<file path="config.mk">
export PLATFORM = sky130hd
export DESIGN_NAME = hmp_host_port
export DESIGN_NICKNAME = d
export VERILOG_FILES = /design/src/rtl/hmp_pkg.sv /design/src/rtl/hmp_host_port.sv
export VERILOG_INCLUDE_DIRS = /design/src /design/src/rtl
export SDC_FILE = /design/constraint.sdc
export NUM_CORES = 1
export LEC_CHECK = 0
export ABC_CLOCK_PERIOD_IN_PS = 5400
export BUFFER_PORTS_ARGS = -buffer_cell sky130_fd_sc_hd__buf_2
export CAP_MARGIN = 20
export CORE_MARGIN = 5
export CORE_UTILIZATION = 45
export DETAILED_ROUTE_END_ITERATION = 7
export MAX_ROUTING_LAYER = met4
export PLACE_DENSITY = 0.7
export SLEW_MARGIN = 10
export SYNTH_ARGS = -nofsm -noshare
export SYNTH_HDL_FRONTEND = slang
export SYNTH_SLANG_ARGS = --single-unit
</file>
<file path="constraint.sdc">
create_clock -name clk_sys -period 5.4 [get_ports clk_sys]
set_input_delay 0.54 -clock clk_sys [delete_from_list [all_inputs] [get_ports clk_sys]]
set_output_delay 0.54 -clock clk_sys [all_outputs]
set_load 0.01 [all_outputs]
</file>
<file path="src/rtl/hmp_regs.svh">
// Register addresses, field positions, reset values, read-only masks and buffer depth for the host mailbox port
`ifndef HMP_REGS_SVH
`define HMP_REGS_SVH
`define HMP_ADDR_SYS_CTRL 16'hFFC4
`define HMP_ADDR_HOST_CTRL 16'hFFF0
`define HMP_ADDR_IN_DATA_1 16'hFFF4
`define HMP_ADDR_OUT_DATA_1 16'hFFF5
`define HMP_ADDR_STATUS_1 16'hFFF6
`define HMP_ADDR_IN_DATA_2 16'hFFFC
`define HMP_ADDR_OUT_DATA_2 16'hFFFD
`define HMP_ADDR_STATUS_2 16'hFFFE
`define HMP_ADDR_SER_TMR_CTRL 16'hFFC3
`define HMP_SYS_CTRL_RESET 8'h09
`define HMP_HOST_CTRL_RESET 8'hF8
`define HMP_STATUS_RESET 8'h00
`define HMP_SER_TMR_CTRL_RESET 8'h00
`define HMP_SYS_CTRL_RO_MASK 8'h08
`define HMP_HOST_CTRL_RO_MASK 8'hF8
`define HMP_STATUS_USER_MASK 8'hF4
`define HMP_BIT_PORT_ENABLE 1
`define HMP_BIT_CH1_IRQ_EN 1
`define HMP_BIT_CH2_IRQ_EN 2
`define HMP_BIT_PIN_SWITCH 3
`define HMP_BIT_CMD_DATA 3
`define HMP_BIT_IN_FULL 1
`define HMP_BIT_OUT_FULL 0
`define HMP_BUF_DEPTH 2
`endif

</file>
<file path="src/rtl/hmp_pkg.sv">
// Types shared by the host mailbox port
package hmp_pkg;
   typedef logic [7:0] hmp_byte_t;
   typedef enum logic [1:0] {HMP_ACC_IDLE, HMP_ACC_READ, HMP_ACC_WRITE} hmp_acc_e;
endpackage : hmp_pkg

</file>
<file path="src/rtl/hmp_host_port.sv">
// Two-channel host mailbox port: host pins, slave register bus, flags and interrupt requests
// Functional notes
// - Output data registers: 8 bits, host read-only
// - Drive channel-1 output data on host read
// - Data registers have no defined reset value
// - Channel-1 status clears to zero on reset
// - Status bits 3,1,0 read-only to both
// - Status bits 7-4,2 are slave-writable storage
// - Command/data flag captures address line on write
// - Channel-1 input-full sets on host write
// - Channel-1 input-full clears on slave read
// - Input-full flags request slave interrupts
// - Channel-1 output-full sets on slave write
// - Channel-1 output-full clears on host read
// - Channel-2 host write captures data and address
// - Drive channel-2 output data on host read
// - Channel-2 input-full set/clear like channel 1
// - Channel-2 output-full set/clear like channel 1
// - Channel-2 status clears to zero on reset
// - Pin switch picks primary or alternate pins
// - Pin switch acts only while port enabled
// - Serial/timer control clears to zero on reset
// - Channel-1 host write captures data and address
// - Per-channel enable gates input-full interrupt
// - Host access answered only while port enabled
// - Address-high read returns status; no read+write
`timescale 1ns/10ps
`include "hmp_regs.svh"
module hmp_host_port
   import hmp_pkg::*;
(
   input wire logic clk_sys,
   input wire logic arst_n,
   input wire logic hwStandby,
   input wire logic hostAddrLine,
   input wire logic chan1Select_n,
   input wire logic chan2Select_n,
   input wire logic altChan2Select_n,
   input wire logic hostReadStrobe_n,
   input wire logic hostWriteStrobe_n,
   input wire logic altHostWriteStrobe_n,
   input wire logic [7:0] hostDataIn,
   output logic [7:0] hostDataOut,
   output logic hostDataOe,
   input wire logic [15:0] slvAddr,
   input wire logic slvRd,
   input wire logic slvWr,
   input wire logic [7:0] slvWdata,
   output logic [7:0] slvRdata,
   output logic chan1FullIrq,
   output logic chan2FullIrq,
   output logic inFifoValid,
   input wire logic inFifoReady,
   output logic [8:0] inFifoData,
   output logic inFifoCmd,
   output logic hostWriteReady
);

   logic [7:0] sysCtrl_q;
   logic [7:0] hostCtrl_q;
   logic [7:0] serTmrCtrl_q;
   hmp_byte_t inData_q [2];
   hmp_byte_t outData_q [2];
   logic [7:0] status_q [2];
   logic portEnable;
   logic effSel2_n;
   logic effWr_n;
   logic [1:0] chanSel;
   logic wrPrev_q;
   logic rdPrev_q;
   logic slvRdPrev_q;
   logic slvWrPrev_q;
   logic [15:0] slvAddrPrev_q;
   logic hostWrRise;
   logic hostRdRise;
   logic slvRdFall;
   logic slvWrFall;
   logic [1:0] wrChan_q;
   logic wrAddr_q;
   logic [1:0] rdChan_q;
   logic rdAddr_q;
   logic [8:0] bufData_q [`HMP_BUF_DEPTH];
   logic [1:0] bufCount_q;
   logic bufWrPtr_q;
   logic bufRdPtr_q;
   logic bufPush;
   logic bufPop;

   assign portEnable = sysCtrl_q[`HMP_BIT_PORT_ENABLE];

   // Alternate pins only count while the port is live; otherwise primary pins idle the port anyway
   assign effSel2_n = (portEnable && serTmrCtrl_q[`HMP_BIT_PIN_SWITCH]) ? altChan2Select_n : chan2Select_n;
   assign effWr_n = (portEnable && serTmrCtrl_q[`HMP_BIT_PIN_SWITCH]) ? altHostWriteStrobe_n : hostWriteStrobe_n;

   assign chanSel = portEnable ? {~effSel2_n & chan1Select_n, ~chan1Select_n & effSel2_n} : 2'h0;

   // Host read drive: data on address low, status on address high
   always_comb begin
      hostDataOut = 8'h00;
      hostDataOe = 1'b0;
      if (!hostReadStrobe_n && effWr_n && chanSel != 2'h0) begin
         hostDataOe = 1'b1;
         if (chanSel[0]) begin
            hostDataOut = hostAddrLine ? status_q[0] : outData_q[0];
         end else begin
            hostDataOut = hostAddrLine ? status_q[1] : outData_q[1];
         end
      end
   end

   // Strobe history; the access target is held while the strobe is low so the rising edge knows it
   always_ff @(posedge clk_sys or negedge arst_n) begin
      if (!arst_n) begin
         wrPrev_q <= 1'b1;
         rdPrev_q <= 1'b1;
         slvRdPrev_q <= 1'b0;
         slvWrPrev_q <= 1'b0;
         slvAddrPrev_q <= 16'h0000;
         wrChan_q <= 2'h0;
         wrAddr_q <= 1'b0;
         rdChan_q <= 2'h0;
         rdAddr_q <= 1'b0;
      end else begin
         wrPrev_q <= effWr_n;
         rdPrev_q <= hostReadStrobe_n;
         slvRdPrev_q <= slvRd;
         slvWrPrev_q <= slvWr;
         slvAddrPrev_q <= slvAddr;
         if (!effWr_n && hostReadStrobe_n) begin
            wrChan_q <= chanSel;
            wrAddr_q <= hostAddrLine;
         end else if (effWr_n) begin
            wrChan_q <= 2'h0;
         end
         if (!hostReadStrobe_n && effWr_n) begin
            rdChan_q <= chanSel;
            rdAddr_q <= hostAddrLine;
         end else if (hostReadStrobe_n) begin
            rdChan_q <= 2'h0;
         end
      end
   end

   assign hostWrRise = effWr_n && !wrPrev_q;
   assign hostRdRise = hostReadStrobe_n && !rdPrev_q;
   assign slvRdFall = !slvRd && slvRdPrev_q;
   assign slvWrFall = !slvWr && slvWrPrev_q;

   // Control registers; bits marked read-only keep their reset value
   always_ff @(posedge clk_sys or negedge arst_n) begin
      if (!arst_n) begin
         sysCtrl_q <= `HMP_SYS_CTRL_RESET;
         hostCtrl_q <= `HMP_HOST_CTRL_RESET;
         serTmrCtrl_q <= `HMP_SER_TMR_CTRL_RESET;
      end else if (hwStandby) begin
         sysCtrl_q <= `HMP_SYS_CTRL_RESET;
         hostCtrl_q <= `HMP_HOST_CTRL_RESET;
         serTmrCtrl_q <= `HMP_SER_TMR_CTRL_RESET;
      end else if (slvWr) begin
         case (slvAddr)
            `HMP_ADDR_SYS_CTRL: sysCtrl_q <= (sysCtrl_q & `HMP_SYS_CTRL_RO_MASK) |
               (slvWdata & ~`HMP_SYS_CTRL_RO_MASK);
            `HMP_ADDR_HOST_CTRL: hostCtrl_q <= (hostCtrl_q & `HMP_HOST_CTRL_RO_MASK) |
               (slvWdata & ~`HMP_HOST_CTRL_RO_MASK);
            `HMP_ADDR_SER_TMR_CTRL: serTmrCtrl_q <= slvWdata;
            default: ;
         endcase
      end
   end

   // Data registers carry no reset: contents are undefined until written
   always_ff @(posedge clk_sys) begin
      for (int c = 0; c < 2; c++) begin
         if (hostWrRise && wrChan_q[c]) begin
            inData_q[c] <= hostDataIn;
         end
      end
      if (slvWr && slvAddr == `HMP_ADDR_OUT_DATA_1) begin
         outData_q[0] <= slvWdata;
      end
      if (slvWr && slvAddr == `HMP_ADDR_OUT_DATA_2) begin
         outData_q[1] <= slvWdata;
      end
   end

   // Status registers, per channel
   always_ff @(posedge clk_sys or negedge arst_n) begin
      if (!arst_n) begin
         status_q[0] <= `HMP_STATUS_RESET;
         status_q[1] <= `HMP_STATUS_RESET;
      end else if (hwStandby) begin
         status_q[0] <= `HMP_STATUS_RESET;
         status_q[1] <= `HMP_STATUS_RESET;
      end else begin
         for (int c = 0; c < 2; c++) begin
            // Only user bits take slave writes
            if (slvWr && slvAddr == (c == 0 ? `HMP_ADDR_STATUS_1 : `HMP_ADDR_STATUS_2)) begin
               status_q[c][7:4] <= slvWdata[7:4];
               status_q[c][2] <= slvWdata[2];
            end
            if (hostWrRise && wrChan_q[c]) begin
               status_q[c][`HMP_BIT_CMD_DATA] <= wrAddr_q;
            end
            // Host set is written last so it wins a same-cycle slave clear
            if (slvRdFall && slvAddrPrev_q == (c == 0 ? `HMP_ADDR_IN_DATA_1 : `HMP_ADDR_IN_DATA_2)) begin
               status_q[c][`HMP_BIT_IN_FULL] <= 1'b0;
            end
            if (hostWrRise && wrChan_q[c]) begin
               status_q[c][`HMP_BIT_IN_FULL] <= 1'b1;
            end
            if (hostRdRise && rdChan_q[c] && !rdAddr_q) begin
               status_q[c][`HMP_BIT_OUT_FULL] <= 1'b0;
            end
            if (slvWrFall && slvAddrPrev_q == (c == 0 ? `HMP_ADDR_OUT_DATA_1 : `HMP_ADDR_OUT_DATA_2)) begin
               status_q[c][`HMP_BIT_OUT_FULL] <= 1'b1;
            end
         end
      end
   end

   // Slave read mux; unmapped addresses read zero
   always_comb begin
      case (slvAddr)
         `HMP_ADDR_SYS_CTRL: slvRdata = sysCtrl_q;
         `HMP_ADDR_HOST_CTRL: slvRdata = hostCtrl_q;
         `HMP_ADDR_SER_TMR_CTRL: slvRdata = serTmrCtrl_q;
         `HMP_ADDR_IN_DATA_1: slvRdata = inData_q[0];
         `HMP_ADDR_OUT_DATA_1: slvRdata = outData_q[0];
         `HMP_ADDR_STATUS_1: slvRdata = status_q[0];
         `HMP_ADDR_IN_DATA_2: slvRdata = inData_q[1];
         `HMP_ADDR_OUT_DATA_2: slvRdata = outData_q[1];
         `HMP_ADDR_STATUS_2: slvRdata = status_q[1];
         default: slvRdata = 8'h00;
      endcase
   end

   assign chan1FullIrq = status_q[0][`HMP_BIT_IN_FULL] & hostCtrl_q[`HMP_BIT_CH1_IRQ_EN];
   assign chan2FullIrq = status_q[1][`HMP_BIT_IN_FULL] & hostCtrl_q[`HMP_BIT_CH2_IRQ_EN];

   // Two-entry stream copy of host writes: the byte in bits 7:0 plus command flag in bit 8 of the entry, no channel
   // A host write while full is not stored here; hostWriteReady warns the host side in advance
   assign bufPush = hostWrRise && (wrChan_q != 2'h0) && (bufCount_q != 2'(`HMP_BUF_DEPTH));
   assign bufPop = inFifoValid && inFifoReady;
   assign inFifoValid = bufCount_q != 2'h0;
   assign hostWriteReady = bufCount_q != 2'(`HMP_BUF_DEPTH);
   assign inFifoData = {1'b0, bufData_q[bufRdPtr_q][7:0]};
   assign inFifoCmd = bufData_q[bufRdPtr_q][8];

   always_ff @(posedge clk_sys or negedge arst_n) begin
      if (!arst_n) begin
         bufCount_q <= 2'h0;
         bufWrPtr_q <= 1'b0;
         bufRdPtr_q <= 1'b0;
         bufData_q[0] <= 9'h000;
         bufData_q[1] <= 9'h000;
      end else begin
         if (bufPush) begin
            bufData_q[bufWrPtr_q] <= {wrAddr_q, hostDataIn};
            bufWrPtr_q <= ~bufWrPtr_q;
         end
         if (bufPop) begin
            bufRdPtr_q <= ~bufRdPtr_q;
         end
         bufCount_q <= bufCount_q + 2'(bufPush) - 2'(bufPop);
      end
   end

endmodule : hmp_host_port

</file>
==> results.ini <==
[yosys]
seq_area_frac_synth_pct=55.81
netlist_area_mm2=0.005499
synth_edf_count=32
syn_nets=485
synth_ff_type=dfrtp_1
syn-instance-count=438
synth.distinct_cells=56
synth-seq-cells=116
async_reset_ff_share_pct=72.41
yosys_warnings=0
syn_area_per_cell_um2=12.55

[global_route]
antenna_found_initial=1
overflow=0
grt_usage_pct=20.54
grt_pass1_vias=4031
grt_max_degree=85
grt_pass1_wl_mm=22.06

[detailed_routing]
first_pass_iters=8
remaining_drc_errors=2
wl_per_cell_um=20.05
drtIter0Drc=420
vias=3968
via_per_inst=5.896
ant_nets=0
drt_wl_total_mm=13.49

[clocking]
clockRootBuffer=clkbuf_16
tritoncts.num_buffers=17
clkSinkCount=116
clkTransAtPathRegs_ns=0.05
cts-resized-gates=0
clock_path_buffers=2
clk_latency_ns=0.41
cts_tree=done
h-tree-depth=4
cts_setup_buffers=0
holdBufCountCts=0

[cells_and_area]
final_common_cell=dfrtp_1
final_util_pct=55.19
post_route_cells_drive_above_1_share_pct=30.86
area_growth_pct=20.55
final_nets=559
fill_cells=1025
final_cell_mix=79 x dfrtp_1, 73 x buf_2, 36 x nand2b_1, 33 x mux2i_1, 32 x edfxtp_1

[timing]
final_max_slew_viol_count=0
setup_viol=0
fin_ws_ns=2.260
hold_viol=0
timing.hold.ws_ns=0.02481
rsz0062_at_grt=no
setup_tns_ns=0
tightest_slew_ns=0.9794
layout_min_cycle_time_ns=3.140
finalCritPeriodShare_pct=58.14
slew_headroom_pct=34.42
clock_skew_ns=0.005605
fmax_ghz=0.3185

[place]
dp_slack_ns=2.470
dp_hpwl_mm=9.148
gp_congestion=0.9896
portBuffers=74

[setup_path]
r2r_start=serTmrCtrl_q[3]
crit_path_end_kind=output pin
path_max_fanout=11
crit_type=flip-flop to output pin
worstSetupStartpoint=serTmrCtrl_q[3]
startpoint_type=flip-flop
crit_end=hostDataOut[3]
r2r_cells=8
critPathRequiredTime_ns=4.86
r2r-end=bufCount_q[1]
r2r_slack_ns=3.26
cp.arrival_ns=2.60

[power_and_ir_drop]
power_density_mw_per_mm2=350.7
p_leak_uw=0.002904
design_power_total_uw=2324
ir_worst_vdd_uv=219.5

[min_path]
min_path_type=input pin to async pin

[die]
die_w_um=120.5
die_h_um=120.5
boundaryPins=76
rows=40
dieArea_mm2=0.01453
core_mm2=0.01201
initial_core_util_pct=45.78

[run_status]
outcome=complete, but fails checks
violations=design-rule violations

[flow_run]
drv_cap=0

==> area by class of cell <==
cell class                      instances  area [um^2]  area share, %
Timing Repair Buffer                   78        422.9          6.380
Inverter                                9        33.78         0.5096
Clock inverter                         12        185.2          2.794
Tap cell                              147        183.9          2.775
Antenna cell                            1        2.502        0.03775
Sequential cell                       116         3069          46.30
Multi-Input combinational cell        290         2295          34.62
Clock buffer                           20        436.7          6.587
==> where the power goes <==
part           internal [uW]  leakage [uW]  switching, uW
combinational           83.2       0.00122           95.5
clock                    810      0.000303            378
sequential               930       0.00138           27.0
total                   1820       0.00290            501
==> metrics by stage <==
| step | cells | instance area [um^2] |
|---|---|---|
| after CTS | 671 | 6599 |
| after global placement | 639 | 5977 |
| after detailed placement | 639 | 5977 |
| after global routing | 673 | 6629 |
| after floorplan | 438 | 5499 |
| final | 673 | 6629 |
==> worst max-delay path, stage by stage, from the launching register on <==
cell	delay, ns
dfrtp_1	0.49
mux2i_1	0.28
nor3b_2	0.07
buf_4	0.21
o211ai_1	0.81
nor2b_1	0.13
buf_2	0.19
==> Yosys cell counts (all sizes together) (11+ instances only) <==
cell type / number / area, um^2
mux2: 31 / 382.9
nand2b: 36 / 225.2
a21oi: 23 / 115.1
dfrtp: 79 / 1977
nand2: 19 / 71.32
nand3: 11 / 55.05
mux2i: 33 / 330.3
clkbuf: 14 / 52.55
nor2: 15 / 63.81
edfxtp: 32 / 960.9
nand3b: 11 / 82.58
==> per-layer routing <==
metal  track usage [%]  share of wire, %
met2             31.44                47
met3             5.519               9.2
met1             26.21                42
met5                 -                 0
met4             8.074               2.2
==> how the worst min path moves through the flow <==
| stage | end | depth (start not counted) | startpoint |
|---|---|---|---|
| global route | status_q[6] | 1 | arst_n |
| CTS | slvAddrPrev_q[12] | 1 | slvAddr[12] |
| detailed placement | bufData_q[4] | 1 | bufData_q[4] |
| floorplan | bufCount_q[0] | 0 | arst_n |
| global placement | bufCount_q[1] | 1 | bufCount_q[1] |
| finish | sysCtrl_q[4] | 1 | arst_n |
==> registers in the layout, summed over array words and instances (netlist names) <==
register and flops:
bufData_q 18, inData_q 16, outData_q 16, slvAddrPrev_q 16, status_q 16, serTmrCtrl_q 8
sysCtrl_q 8, hostCtrl_q 4, bufCount_q 2, rdChan_q 2, wrChan_q 2, bufRdPtr_q 1
bufWrPtr_q 1, rdAddr_q 1, rdPrev_q 1, slvRdPrev_q 1, slvWrPrev_q 1, wrAddr_q 1
wrPrev_q 1
==> kinds of logic after synthesis <==
family	Yosys count	synth area share, %
AND/OR/NAND/NOR	149	16.70
flip-flops	116	55.81
multiplexers	72	16.25
AO/OA/AOI/OAI	62	7.531
buffers and inverters	32	2.548
XOR/XNOR	4	0.6372
adder cells (fa/ha/maj)	2	0.4550
other	1	0.06819
Note: power is estimated with default switching activity, not from simulation.
